<file path="config.mk">
export PLATFORM = sky130hd
export DESIGN_NAME = acd_top
export DESIGN_NICKNAME = d
export VERILOG_FILES = /design/src/acd_pkg.sv /design/src/acd_top.sv
export SDC_FILE = /design/constraint.sdc
export NUM_CORES = 2
export LEC_CHECK = 0
export BUFFER_PORTS_ARGS = -buffer_cell sky130_fd_sc_hd__buf_2
export CORE_MARGIN = 1
export CORE_UTILIZATION = 63
export DETAILED_ROUTE_END_ITERATION = 6
export GPL_TIMING_DRIVEN = 0
export PLACE_DENSITY = 0.8
export SLEW_MARGIN = 20
export SYNTH_ARGS = -nofsm -noshare
export SYNTH_HDL_FRONTEND = slang
export SYNTH_MEMORY_MAX_BITS = 65536
export SYNTH_SLANG_ARGS = --single-unit
</file>
<file path="constraint.sdc">
create_clock -name mclk -period 9.2 [get_ports mclk]
set_input_delay 0.92 -clock mclk [delete_from_list [all_inputs] [get_ports mclk]]
set_output_delay 0.92 -clock mclk [all_outputs]
set_load 0.01 [all_outputs]
</file>
<file path="src/acd_pkg.sv">
// Constants, codes and state types for the ATA command decoder and identify block.
// Notes on behaviour
// - Power level 0 selected after every reset.
// - Identify and Set Features always work at level 0.
// - Level 0 or 1 kept; level 0 throttles.
// - ECh identify in, EFh set feature, 90h diag.
// - C8h/CAh DMA; C4h/C5h multiple; C6h non-data.
// - 2xh read in, 3xh write out, 4xh verify.
// - E7h, 00h, 91h are non-data commands.
// - E4h returns sector buffer, E8h loads it.
// - Power commands under two opcodes, all non-data.
// - Security F1h-F6h; F3h and F5h carry no data.
// - SMART through B0h; two reads are PIO in.
// - F8h non-data; F9h subcommands per data need.
// - Total sectors in words 7-8, MSW first.
// - Serial number in words 10-19, right justified.
// - Firmware revision in words 23-26, big endian.
// - Word 47 returns 8001h.
// - Current capacity in words 57-58, LSW first.
// - LBA sector total in words 60-61, LSW first.
// - Word 63 returns 0007h.
// - Word 64 returns 0003h.
// - Words 65-68 return 0078h.
package acd_pkg;
    localparam logic [7:0] OP_DIAG = 8'h90, OP_FLUSH = 8'he7, OP_IDENT = 8'hec,
        OP_INITP = 8'h91, OP_RDDMA = 8'hc8, OP_RDMUL = 8'hc4, OP_RDSEC0 = 8'h20,
        OP_RDSEC1 = 8'h21, OP_VER0 = 8'h40, OP_VER1 = 8'h41, OP_SETFEAT = 8'hef,
        OP_SETMUL = 8'hc6, OP_WRDMA = 8'hca, OP_WRMUL = 8'hc5, OP_WRSEC0 = 8'h30,
        OP_WRSEC1 = 8'h31, OP_NOP = 8'h00, OP_RDBUF = 8'he4, OP_WRBUF = 8'he8;
    localparam logic [7:0] OP_CHKPM0 = 8'he5, OP_CHKPM1 = 8'h98, OP_IDLE0 = 8'he3,
        OP_IDLE1 = 8'h97, OP_IDLI0 = 8'he1, OP_IDLI1 = 8'h95, OP_SLP0 = 8'he6,
        OP_SLP1 = 8'h99, OP_STBY0 = 8'he2, OP_STBY1 = 8'h96, OP_STBI0 = 8'he0,
        OP_STBI1 = 8'h94;
    localparam logic [7:0] OP_SC_SETPW = 8'hf1, OP_SC_UNLK = 8'hf2, OP_SC_PREP = 8'hf3,
        OP_SC_ERASE = 8'hf4, OP_SC_FRZ = 8'hf5, OP_SC_DISPW = 8'hf6;
    localparam logic [7:0] OP_SMART = 8'hb0, OP_NATMAX = 8'hf8, OP_HPA = 8'hf9;
    localparam logic [7:0] SM_RDATA = 8'hd0, SM_RTHR = 8'hd1, SM_AUTOSV = 8'hd2,
        SM_SAVE = 8'hd3, SM_OFFL = 8'hd4, SM_EN = 8'hd8, SM_DIS = 8'hd9, SM_STAT = 8'hda;
    localparam logic [7:0] HPA_SETMAX = 8'h00, HPA_SETPW = 8'h01, HPA_LOCK = 8'h02,
        HPA_UNLK = 8'h03, HPA_FRZ = 8'h04;
    // Set Features subcommand that selects the power level from the count field.
    localparam logic [7:0] FEAT_PWR = 8'h0a;
    localparam logic [7:0] LVL0 = 8'h00, LVL1 = 8'h01;
    localparam logic       LEVEL1_OK = 1'b1;
    // One-hot transfer protocol codes reported per command.
    localparam logic [5:0] PR_NONDATA = 6'h01, PR_PIO_IN = 6'h02, PR_PIO_OUT = 6'h04,
        PR_DMA = 6'h08, PR_DIAG = 6'h10, PR_ABORT = 6'h20;
    // Identify word indices and fixed values.
    localparam logic [7:0] IW_GENCFG = 8'h00, IW_OBS5 = 8'h05, IW_SECT_MSW = 8'h07,
        IW_SECT_LSW = 8'h08, IW_SN_LO = 8'h0a, IW_SN_HI = 8'h13, IW_OBS20 = 8'h14,
        IW_OBS21 = 8'h15, IW_OBS22 = 8'h16, IW_FW_LO = 8'h17, IW_FW_HI = 8'h1a,
        IW_MAXMUL = 8'h2f, IW_CAP49 = 8'h31, IW_CAP50 = 8'h32, IW_PIOTM = 8'h33,
        IW_VALID = 8'h35, IW_CAP_LSW = 8'h39, IW_CAP_MSW = 8'h3a, IW_MULSET = 8'h3b,
        IW_LBA_LSW = 8'h3c, IW_LBA_MSW = 8'h3d, IW_MDMA = 8'h3f, IW_APIO = 8'h40,
        IW_DMA_MIN = 8'h41, IW_DMA_REC = 8'h42, IW_PIO_MIN = 8'h43, IW_PIO_FC = 8'h44;
    localparam logic [15:0] ID_GENCFG = 16'h044a, ID_OBS5 = 16'h0240, ID_OBS20 = 16'h0002,
        ID_OBS22 = 16'h0004, ID_MAXMUL = 16'h8001, ID_CAP49 = 16'h0f00, ID_CAP50 = 16'h4000,
        ID_PIOTM = 16'h0200, ID_VALID = 16'h0007, ID_MULSET = 16'h0100, ID_MDMA = 16'h0007,
        ID_APIO = 16'h0003, ID_CYCLE = 16'h0078;
    localparam logic [7:0] LAST_WORD = 8'hff;
    typedef enum logic [3:0] {
        ST_IDLE   = 4'h1,
        ST_STREAM = 4'h2,
        ST_LOAD   = 4'h4,
        ST_FINISH = 4'h8
    } acd_state_t;
endpackage

</file>
<file path="src/acd_top.sv">
// Output FIFO and the ATA command decoder with identify and sector buffer.
`timescale 1ns/1ns
`default_nettype none

////////////////////////////////////////////////////////////////////////////////
module acd_fifo #(
    parameter int WIDTH = 16,
    parameter int DEPTH = 16
) (
    input  wire logic             mclk,
    input  wire logic             rst,
    input  wire logic             inValid,
    input  wire logic [WIDTH-1:0] inData,
    output var  logic             inReady,
    output var  logic             outValid,
    output var  logic [WIDTH-1:0] outData,
    input  wire logic             outReady
);
    localparam int CW = $clog2(DEPTH + 1);
    logic [WIDTH-1:0] mem_reg [DEPTH];
    logic [CW-1:0]    count_reg;
    logic [CW-1:0]    count_next;
    logic [CW-1:0]    slot;
    wire logic        push;
    wire logic        pop;

    // Shift-register organisation keeps the head word in a flip-flop.
    assign push = inValid && inReady;
    assign pop = outValid && outReady;
    assign count_next = CW'(count_reg + CW'(push) - CW'(pop));
    assign slot = pop ? CW'(count_reg - CW'(1)) : count_reg;
    assign outData = mem_reg[0];

    // Flags are registered from the next count so they stay honest.
    always_ff @(posedge mclk) begin
        if (rst) begin
            count_reg <= '0;
            outValid <= 1'b0;
            inReady <= 1'b1;
        end else begin
            count_reg <= count_next;
            outValid <= count_next != '0;
            inReady <= count_next != CW'(DEPTH);
        end
    end

    // Data storage needs no reset; only the count gives it meaning.
    always_ff @(posedge mclk) begin
        for (int i = 0; i < DEPTH; i++) begin
            if (push && CW'(i) == slot) begin
                mem_reg[i] <= inData;
            end else if (pop && i < DEPTH - 1) begin
                mem_reg[i] <= mem_reg[i + 1];
            end
        end
    end
endmodule

////////////////////////////////////////////////////////////////////////////////
module acd_top (
    input  wire logic         mclk,
    input  wire logic         rst,
    input  wire logic         cmdValid,
    input  wire logic [7:0]   cmdOpcode,
    input  wire logic [7:0]   cmdFeature,
    input  wire logic [7:0]   cmdCount,
    input  wire logic [31:0]  totalSectors,
    input  wire logic [159:0] serialNumber,
    input  wire logic [63:0]  fwRevision,
    input  wire logic         dinValid,
    input  wire logic [15:0]  dinData,
    input  wire logic         doutReady,
    output var  logic         cmdReady,
    output var  logic         cmdDone,
    output var  logic         cmdError,
    output var  logic [5:0]   cmdProtocol,
    output var  logic         dinReady,
    output var  logic         doutValid,
    output var  logic [15:0]  doutData,
    output var  logic         powerLevel,
    output var  logic         throttle
);
    acd_pkg::acd_state_t state_reg;
    acd_pkg::acd_state_t state_next;
    logic [7:0]  wordIdx_reg;
    logic        srcIdent_reg;
    logic [15:0] secBuf_reg [256];
    wire logic   taken;
    wire logic   lastWord;
    wire logic   pushStep;
    wire logic   loadStep;
    wire logic   fifoInReady;
    wire logic   fifoInValid;
    wire logic   setPower;
    wire logic   powerNext;
    wire logic [5:0]  proto;
    wire logic [15:0] fifoInData;

    ////////////////////////////////////////////////////////////////////////////
    // Opcode and subcommand decode into a one-hot protocol code.
    function automatic logic [5:0] decodeProto(
        input logic [7:0] op,
        input logic [7:0] feat,
        input logic [7:0] cnt
    );
        logic [5:0] p;
        p = acd_pkg::PR_ABORT;
        case (op)
            acd_pkg::OP_DIAG: p = acd_pkg::PR_DIAG;
            acd_pkg::OP_IDENT, acd_pkg::OP_RDBUF, acd_pkg::OP_RDMUL,
            acd_pkg::OP_RDSEC0, acd_pkg::OP_RDSEC1: p = acd_pkg::PR_PIO_IN;
            acd_pkg::OP_WRMUL, acd_pkg::OP_WRSEC0, acd_pkg::OP_WRSEC1, acd_pkg::OP_WRBUF,
            acd_pkg::OP_SC_SETPW, acd_pkg::OP_SC_UNLK, acd_pkg::OP_SC_ERASE,
            acd_pkg::OP_SC_DISPW: p = acd_pkg::PR_PIO_OUT;
            acd_pkg::OP_RDDMA, acd_pkg::OP_WRDMA: p = acd_pkg::PR_DMA;
            acd_pkg::OP_FLUSH, acd_pkg::OP_NOP, acd_pkg::OP_INITP, acd_pkg::OP_SETMUL,
            acd_pkg::OP_VER0, acd_pkg::OP_VER1, acd_pkg::OP_SC_PREP, acd_pkg::OP_SC_FRZ,
            acd_pkg::OP_NATMAX: p = acd_pkg::PR_NONDATA;
            acd_pkg::OP_CHKPM0, acd_pkg::OP_CHKPM1, acd_pkg::OP_IDLE0, acd_pkg::OP_IDLE1,
            acd_pkg::OP_IDLI0, acd_pkg::OP_IDLI1, acd_pkg::OP_SLP0, acd_pkg::OP_SLP1,
            acd_pkg::OP_STBY0, acd_pkg::OP_STBY1, acd_pkg::OP_STBI0,
            acd_pkg::OP_STBI1: p = acd_pkg::PR_NONDATA;
            acd_pkg::OP_SETFEAT: begin
                // Only a level the card really has may be selected.
                if (feat != acd_pkg::FEAT_PWR || cnt == acd_pkg::LVL0 ||
                    (cnt == acd_pkg::LVL1 && acd_pkg::LEVEL1_OK)) begin
                    p = acd_pkg::PR_NONDATA;
                end
            end
            acd_pkg::OP_SMART: begin
                case (feat)
                    acd_pkg::SM_RDATA, acd_pkg::SM_RTHR: p = acd_pkg::PR_PIO_IN;
                    acd_pkg::SM_AUTOSV, acd_pkg::SM_SAVE, acd_pkg::SM_OFFL, acd_pkg::SM_EN,
                    acd_pkg::SM_DIS, acd_pkg::SM_STAT: p = acd_pkg::PR_NONDATA;
                    default: p = acd_pkg::PR_ABORT;
                endcase
            end
            acd_pkg::OP_HPA: begin
                case (feat)
                    acd_pkg::HPA_SETMAX, acd_pkg::HPA_LOCK,
                    acd_pkg::HPA_FRZ: p = acd_pkg::PR_NONDATA;
                    acd_pkg::HPA_SETPW, acd_pkg::HPA_UNLK: p = acd_pkg::PR_PIO_OUT;
                    default: p = acd_pkg::PR_ABORT;
                endcase
            end
            default: p = acd_pkg::PR_ABORT;
        endcase
        return p;
    endfunction

    ////////////////////////////////////////////////////////////////////////////
    // Identify data word for a given index; unlisted words read as zero.
    function automatic logic [15:0] identWord(
        input logic [7:0]   idx,
        input logic [31:0]  sec,
        input logic [159:0] sn,
        input logic [63:0]  fw
    );
        logic [15:0] w;
        w = '0;
        if (idx >= acd_pkg::IW_SN_LO && idx <= acd_pkg::IW_SN_HI) begin
            w = sn[16 * (int'(acd_pkg::IW_SN_HI) - int'(idx)) +: 16];
        end else if (idx >= acd_pkg::IW_FW_LO && idx <= acd_pkg::IW_FW_HI) begin
            w = fw[16 * (int'(acd_pkg::IW_FW_HI) - int'(idx)) +: 16];
        end else begin
            case (idx)
                acd_pkg::IW_GENCFG: w = acd_pkg::ID_GENCFG;
                acd_pkg::IW_OBS5: w = acd_pkg::ID_OBS5;
                acd_pkg::IW_SECT_MSW: w = sec[31:16];
                acd_pkg::IW_SECT_LSW: w = sec[15:0];
                acd_pkg::IW_OBS20, acd_pkg::IW_OBS21: w = acd_pkg::ID_OBS20;
                acd_pkg::IW_OBS22: w = acd_pkg::ID_OBS22;
                acd_pkg::IW_MAXMUL: w = acd_pkg::ID_MAXMUL;
                acd_pkg::IW_CAP49: w = acd_pkg::ID_CAP49;
                acd_pkg::IW_CAP50: w = acd_pkg::ID_CAP50;
                acd_pkg::IW_PIOTM: w = acd_pkg::ID_PIOTM;
                acd_pkg::IW_VALID: w = acd_pkg::ID_VALID;
                acd_pkg::IW_CAP_LSW: w = sec[15:0];
                acd_pkg::IW_CAP_MSW: w = sec[31:16];
                acd_pkg::IW_MULSET: w = acd_pkg::ID_MULSET;
                acd_pkg::IW_LBA_LSW: w = sec[15:0];
                acd_pkg::IW_LBA_MSW: w = sec[31:16];
                acd_pkg::IW_MDMA: w = acd_pkg::ID_MDMA;
                acd_pkg::IW_APIO: w = acd_pkg::ID_APIO;
                acd_pkg::IW_DMA_MIN, acd_pkg::IW_DMA_REC, acd_pkg::IW_PIO_MIN,
                acd_pkg::IW_PIO_FC: w = acd_pkg::ID_CYCLE;
                default: w = '0;
            endcase
        end
        return w;
    endfunction

    ////////////////////////////////////////////////////////////////////////////
    // Handshake terms and the power-level selection.
    assign taken = cmdValid && cmdReady;
    assign proto = decodeProto(cmdOpcode, cmdFeature, cmdCount);
    assign lastWord = wordIdx_reg == acd_pkg::LAST_WORD;
    assign fifoInValid = state_reg == acd_pkg::ST_STREAM;
    assign pushStep = fifoInValid && fifoInReady;
    assign loadStep = state_reg == acd_pkg::ST_LOAD && dinValid && dinReady;
    assign setPower = taken && cmdOpcode == acd_pkg::OP_SETFEAT &&
                      cmdFeature == acd_pkg::FEAT_PWR && proto != acd_pkg::PR_ABORT;
    assign powerNext = setPower ? cmdCount[0] : powerLevel;
    assign fifoInData = srcIdent_reg ?
        identWord(wordIdx_reg, totalSectors, serialNumber, fwRevision) :
        secBuf_reg[wordIdx_reg];

    // Only identify and the buffer commands move data here; others finish at once.
    always_comb begin
        state_next = state_reg;
        unique case (state_reg)
            acd_pkg::ST_IDLE: begin
                if (taken) begin
                    if (proto == acd_pkg::PR_ABORT) begin
                        state_next = acd_pkg::ST_FINISH;
                    end else if (cmdOpcode == acd_pkg::OP_IDENT ||
                                 cmdOpcode == acd_pkg::OP_RDBUF) begin
                        state_next = acd_pkg::ST_STREAM;
                    end else if (cmdOpcode == acd_pkg::OP_WRBUF) begin
                        state_next = acd_pkg::ST_LOAD;
                    end else begin
                        state_next = acd_pkg::ST_FINISH;
                    end
                end
            end
            acd_pkg::ST_STREAM: begin
                if (pushStep && lastWord) begin
                    state_next = acd_pkg::ST_FINISH;
                end
            end
            acd_pkg::ST_LOAD: begin
                if (loadStep && lastWord) begin
                    state_next = acd_pkg::ST_FINISH;
                end
            end
            acd_pkg::ST_FINISH: state_next = acd_pkg::ST_IDLE;
            default: state_next = acd_pkg::ST_IDLE;
        endcase
    end

    // Control state; every port here is a flip-flop.
    always_ff @(posedge mclk) begin
        if (rst) begin
            state_reg <= acd_pkg::ST_IDLE;
            cmdReady <= 1'b1;
            cmdDone <= 1'b0;
            cmdError <= 1'b0;
            cmdProtocol <= acd_pkg::PR_NONDATA;
            dinReady <= 1'b0;
            powerLevel <= 1'b0;
            throttle <= 1'b1;
            wordIdx_reg <= '0;
            srcIdent_reg <= 1'b0;
        end else begin
            state_reg <= state_next;
            cmdReady <= state_next == acd_pkg::ST_IDLE;
            cmdDone <= state_reg == acd_pkg::ST_FINISH;
            dinReady <= state_next == acd_pkg::ST_LOAD;
            powerLevel <= powerNext;
            throttle <= !powerNext;
            if (taken) begin
                cmdProtocol <= proto;
                cmdError <= proto == acd_pkg::PR_ABORT;
                srcIdent_reg <= cmdOpcode == acd_pkg::OP_IDENT;
                wordIdx_reg <= '0;
            end else if (pushStep || loadStep) begin
                wordIdx_reg <= wordIdx_reg + 8'h01;
            end
        end
    end

    // Sector buffer holds the last block written by the host.
    always_ff @(posedge mclk) begin
        if (loadStep) begin
            secBuf_reg[wordIdx_reg] <= dinData;
        end
    end

    // The FIFO lets the host stall reads; a full FIFO holds the word counter.
    acd_fifo #(
        .WIDTH (16),
        .DEPTH (16)
    ) u_fifo (
        .mclk     (mclk),
        .rst      (rst),
        .inValid  (fifoInValid),
        .inData   (fifoInData),
        .inReady  (fifoInReady),
        .outValid (doutValid),
        .outData  (doutData),
        .outReady (doutReady)
    );

    ////////////////////////////////////////////////////////////////////////////
    // Checks on decode, power level and identify contents.
    rst_level_a: assert property (@(posedge mclk) $past(rst) |-> !powerLevel)
        else $error("power level not 0 after reset");
    feat_lvl0_a: assert property (@(posedge mclk) disable iff (rst)
        (taken && !powerLevel && cmdOpcode == acd_pkg::OP_SETFEAT &&
         cmdFeature != acd_pkg::FEAT_PWR) |=> !cmdError ##1 cmdDone)
        else $error("set features refused at level 0");
    throttle_a: assert property (@(posedge mclk) disable iff (rst)
        throttle == !powerLevel)
        else $error("throttle does not follow level 0");
    ident_pio_a: assert property (@(posedge mclk) disable iff (rst)
        (taken && cmdOpcode == acd_pkg::OP_IDENT) |=>
        cmdProtocol == acd_pkg::PR_PIO_IN && state_reg == acd_pkg::ST_STREAM)
        else $error("identify not streamed as pio in");
    dma_read_a: assert property (@(posedge mclk) disable iff (rst)
        (taken && cmdOpcode == acd_pkg::OP_RDDMA) |=> cmdProtocol == acd_pkg::PR_DMA)
        else $error("read dma not decoded as dma");
    verify_nd_a: assert property (@(posedge mclk) disable iff (rst)
        (taken && cmdOpcode == acd_pkg::OP_VER1) |=> cmdProtocol == acd_pkg::PR_NONDATA)
        else $error("verify not decoded as non-data");
    pm_alias_a: assert property (@(posedge mclk) disable iff (rst)
        (taken && cmdOpcode == acd_pkg::OP_SLP1) |=> cmdProtocol == acd_pkg::PR_NONDATA)
        else $error("sleep alias not non-data");
    smart_rd_a: assert property (@(posedge mclk) disable iff (rst)
        (taken && cmdOpcode == acd_pkg::OP_SMART && cmdFeature == acd_pkg::SM_RDATA)
        |=> cmdProtocol == acd_pkg::PR_PIO_IN)
        else $error("smart read data not pio in");
    ident_w47_a: assert property (@(posedge mclk) disable iff (rst)
        (pushStep && srcIdent_reg && wordIdx_reg == acd_pkg::IW_MAXMUL) |->
        fifoInData == acd_pkg::ID_MAXMUL)
        else $error("identify word 47 wrong");
    ident_lba_a: assert property (@(posedge mclk) disable iff (rst)
        (pushStep && srcIdent_reg && wordIdx_reg == acd_pkg::IW_LBA_LSW) |->
        fifoInData == totalSectors[15:0])
        else $error("identify word 60 wrong");
    abort_a: assert property (@(posedge mclk) disable iff (rst)
        (taken && proto == acd_pkg::PR_ABORT) |=>
        cmdError && !dinReady ##1 cmdDone && !fifoInValid)
        else $error("unknown opcode not aborted");
endmodule

`default_nettype wire

</file>
==> metrics.md, run 1 <==
| Metric | Value |
|---|---|
| Row cnt | `192` |
| First Err | `[ERROR GRT-0232] Routing congestion too high. Check the congestion heatmap in the GUI.` |
| Root buffer cell | `clkbuf_16` |
| Placed instance count | `12,470` |
| Mapped Avg Cell Area | `21.15 µm²` |
| Ports | `330` |
| Ys async rst share | `0%` |
| Post-CTS resize count | `0` |
| Clock Sinks | `4,392` |
| Pre-CTS setup slack | `1.199 ns` |
| Yosys Warn Count | `0` |
| Total grt overflow | `144` |
| Top-area cell type share of the netlist area | `75.18%` |
| Die W | `527.3 µm` |
| Synth Net Count | `8,540` |
| Top cells by count, synth | `edfxtp_1 (4,352), mux4_2 (1,084), nor2_1 (417)` |
| Pin count of the biggest net entering global routing | `146` |
| Final HPWL DP | `571,500 µm` |
| Area leader, netlist | `edfxtp_1` |
| Initial antenna violation count | `231` |
| Count leader, synth | `edfxtp_1` |
| Setup bufs post-CTS | `0` |
| DIE HEIGHT | `527.3 µm` |
| Sequential area share after synthesis | `75.64%` |
| Syn Inst Count | `8,221` |
| GRT Util Overall | `74.60%` |
| Hold_buf cts | `0` |
| Synth area leaders | `edfxtp_1 (75%), mux4_2 (14%), mux2_2 (1.6%), mux2i_1 (1.5%), nor2_1 (0.90%)` |
| Primary FF master, synth | `edfxtp_1` |
| Outcome | `did not finish` |
| Count of different cell masters after synthesis | `95` |
| CTS buffer count | `421` |
| Number of flops mapped to enable cells by yosys | `4,352` |
| CTS H-tree lvls | `5` |
| Synthesized area | `0.1738 mm²` |
| Flop and latch count out of synthesis | `4,392` |
| GPL Wtd Cong | `1.117` |
| Clk buf depth | `4` |
| Stopping stage | `global routing (5_1_grt)` |
| Initial Util | `63.42%` |
| Port bufs | `329` |
## cell families after synthesis
kind of cell	share of synthesized area (%)
adders and majority gates	0.1339
muxes	17.16
xor gates and xnor gates	0.08565
buffers and inverters	1.773
AOI/OAI and AO/OA	2.521
and+or+nand+nor	2.688
DFF	75.64
## metrics by stage
stage          util (%)  instance area (µm²)
2_1_floorplan         -               173800
3_3_place_gp      65.70               180100
3_5_place_dp      68.57               187900
4_1_cts           73.57               201700
## routing by layer
layer,track usage (%),GRT overflow
met1,72.34,7
met2,89.98,80
met3,63.91,5
met4,70.82,52
met5,43.03,0
==> run 2, diff against run 1 <==
- CORE_UTILIZATION: 63 -> 40
- PLACE_DENSITY: 0.8 -> not set
- PLACE_DENSITY_LB_ADDON: not set -> 0.15
==> run 2 against run 1 <==
Net effect:
- the flow now finishes, with violations (design-rule violations, negative setup slack)
- area after synthesis unchanged
- synthesized cell count unchanged
==> metrics.md, run 2 <==
| Metric | Value |
|---|---|
| Leakage | `64.43 nW` |
| Hold Crit Class | `in -> reg` |
| Post-DRT Antenna Nets | `0` |
| Max-Slew Margin vs Limit | `8.357%` |
| Yosys Warn Count | `0 (unchanged)` |
| Setup repair after global routing missed its margin | `no` |
| Cells along the critical path | `buf_2 > buf_2 > buf_2 > buf_2 > buf_2 > nor2_1 > nand4_1 > nand4_1 > nor4_1 > nand4_2 > nand2_2 > mux2_2` |
| Pre-antenna DRT Iters | `7` |
| Clk buf depth | `4 (unchanged)` |
| CP max-delay cell | `buf_2` |
| Area delta synth->final | `19.85%` |
| WL/cell | `54.80 µm` |
| Reg2Reg Depth | `12` |
| GPL Wtd Cong | `1.058 (-5.3%)` |
| Final instance area | `0.2083 mm²` |
| CP Capture Type | `flop` |
| Iteration-0 DRC Markers | `20,390` |
| Setup WS post-layout | `-0.6919 ns` |
| Synthesized area | `0.1738 mm² (unchanged)` |
| Pin count of the biggest net entering global routing | `135` |
| Initial antenna violation count | `156` |
| # DRC | `6` |
| First-pass GRT wire length | `1,063,000 µm` |
| Row cnt | `241 (+26%)` |
| CP required | `10.09 ns` |
| Worst vdd ir | `172.9 µV` |
| Reg2Reg Capture Point | `u_fifo.mem_reg[1][86]$_DFFE_PP_` |
| Initial Util | `40.26% (-23 points)` |
| GRT Util Overall | `38.65%` |
| Die W | `661.2 µm (+25%)` |
| Ports | `330 (unchanged)` |
| Total grt overflow | `0` |
| Via count | `104,800` |
| Area of the multi-input gates | `0.04148 mm²` |
| Commonest non-fill, non-tap cells in the layout | `edfxtp_1 (4,352), mux4_2 (1,084), buf_2 (469), clkbuf_16 (469), nand2_1 (327)` |
| CTS tree | `built` |
| DIE HEIGHT | `661.2 µm (+25%)` |
| Port bufs | `329 (unchanged)` |
| Syn Inst Count | `8,221 (unchanged)` |
| Largest fanout on the critical path | `13` |
| Area after DPL | `0.1935 mm² (+3.0%)` |
| Count leader, synth | `edfxtp_1` |
| Flop and latch count out of synthesis | `4,392 (unchanged)` |
| Sequential area share after synthesis | `75.64% (unchanged)` |
| CTS buffer count | `462 (+9.7%)` |
| Share of cells above drive strength 1 | `34.82%` |
| Commonest non-fill, non-tap cell in the layout | `edfxtp_1` |
| Final hold violation count | `0` |
| Count of different cell masters after synthesis | `95 (unchanged)` |
| Crit path top cell by count | `buf_2` |
| Worst stage delay on the critical path | `1.07 ns` |
| Filler cells | `35,420` |
| Ys async rst share | `0% (unchanged)` |
| Clock Sinks | `4,392 (unchanged)` |
| Clock latency at the later pin of the worst-skew pair | `1.07 ns` |
| Synth Net Count | `8,540 (unchanged)` |
| Final setup vio count | `32` |
| Number of flops mapped to enable cells by yosys | `4,352 (unchanged)` |
| Sequential cell area | `0.1315 mm²` |
| Max reg flops | `4,096` |
| Total length of routed wires | `853,900 µm` |
| Final HPWL DP | `603,300 µm (+5.6%)` |
| Max Freq | `101.1 MHz` |
| Outcome | `finished, violations left` |
| Routed vias/inst | `6.727` |
| Critical path class | `reg -> reg` |
| Crit path capture | `u_fifo.mem_reg[1][86]$_DFFE_PP_` |
| Failing checks | `design-rule violations, negative setup slack` |
| Setup bufs post-CTS | `0 (unchanged)` |
| Top cells by count, synth | `edfxtp_1 (4,352), mux4_2 (1,084), nor2_1 (417)` |
| R2R setup slack | `-0.69 ns` |
| Tcrit/Tclk final | `107.5%` |
| Measured slew at the worst slew-check pin | `1.375 ns` |
| Mapped Avg Cell Area | `21.15 µm² (unchanged)` |
| Core area | `0.4318 mm²` |
| Crit path launch type | `flop` |
| Root buffer cell | `clkbuf_16` |
| Top-area cell type share of the netlist area | `75.18% (unchanged)` |
| Fin. max-slew vios | `0` |
| Min cycle time layout | `9.892 ns` |
| Primary FF master, synth | `edfxtp_1` |
| Synth area leaders | `edfxtp_1 (75%), mux4_2 (14%), mux2_2 (1.6%), mux2i_1 (1.5%), nor2_1 (0.90%)` |
| Area leader, netlist | `edfxtp_1` |
| Clock skew | `0.09949 ns` |
| Die ar. | `0.4372 mm²` |
| Clock slew at reported path FFs | `0.06 ns` |
| Setup TNS | `-12.97 ns` |
| Worst Path Arrival | `10.78 ns` |
| Vias in the first global route | `96,790` |
| Hold_buf cts | `0 (unchanged)` |
| Max_cap viols | `0` |
| Power density over the cells | `200.8 mW/mm²` |
| Nets | `9,688` |
| CTS H-tree lvls | `5 (unchanged)` |
-- run 2: cell counts after synthesis --
Identical to the previous run, type by type.
-- run 2: layout make-up --
| cell class | instances | area share, % |
|---|---|---|
| Sequential cell | 4392 | 63.11 |
| Multi-Input combinational cell | 3293 | 19.91 |
| Clock buffer | 582 | 5.837 |
| Timing Repair Buffer | 684 | 4.902 |
| Tap cell | 5710 | 3.429 |
| Buffer | 512 | 1.550 |
| Clock inverter | 257 | 1.064 |
| Antenna cell | 128 | 0.1537 |
| Inverter | 24 | 0.04324 |
-- run 2: metrics by stage --
stage / total power [mW] / setup WS [ns] / utilization, % / hold slack [ns] / std cells
detailed placement: 23.90 / -0.3407 / 44.82 / 0.4734 / 14610
floorplan: 23.23 / 5.084 / - / 0.4762 / 8221
global route: 42.63 / 0.1527 / 48.20 / 0.1620 / 15500
global placement: 23.86 / -1.520 / 42.29 / 0.4687 / 14260
finish: 41.84 / -0.6919 / 48.25 / 0.1591 / 15580
CTS: 41.84 / 0.2224 / 48.16 / 0.09800 / 15450
-- run 2: power breakdown --
part | total [mW] | internal, mW | switching, mW
logic | 1.20 | 0.395 | 0.808
registers | 22.3 | 22.2 | 0.0509
clock network | 18.3 | 10.2 | 8.16
total | 41.8 | 32.8 | 9.02
-- run 2: cells by family after synthesis --
family          count (synthesis)  share of synthesized area, %
flops                        4392                         75.64
mux                          1595                         17.16
simple gates                 1047                         2.688
compound gates                616                         2.521
buf+inv                       536                         1.773
fa+ha+maj                      18                        0.1339
xor+xnor                       17                       0.08565
-- run 2: how the worst min path moves through the flow --
stage | start | slack (ns) | cells past startpoint | endpoint
detailed placement | cmdError$_SDFFE_PP0P_ | 0.47 | 2 | cmdError$_SDFFE_PP0P_
floorplan | cmdProtocol[4]$_SDFFE_PP0P_ | 0.48 | 2 | cmdProtocol[4]$_SDFFE_PP0P_
global route | cmdCount[0] | 0.16 | 3 | powerLevel$_SDFF_PP0_
finish | cmdCount[0] | 0.16 | 3 | powerLevel$_SDFF_PP0_
CTS | cmdCount[0] | 0.1 | 3 | powerLevel$_SDFF_PP0_
global placement | cmdProtocol[5]$_SDFFE_PP0P_ | 0.47 | 2 | cmdProtocol[5]$_SDFFE_PP0P_
-- run 2: routing by layer --
layer	global-route usage, %	vias up	wire (µm)
met3	13.93	2079	111900
met4	28.16	57	73180
met1	48.66	56700	303100
met5	0	-	1206
li1	-	37030	-
met2	55.12	8957	364600
-- run 2: what timing repair did --
item,4_1_cts,5_1_grt
resized for setup,2,0
hold endpoints to repair,0,0
endpoints found under the setup margin,16,0
-- run 2: worst max-delay path: cells and delay by family (launching register included) --
family | cells | cell delay [ns]
flops | 1 | 0.88
mux | 1 | 0.22
buf+inv | 5 | 4.79
simple gates | 6 | 3.49
Power figures use the tool's default switching activity.
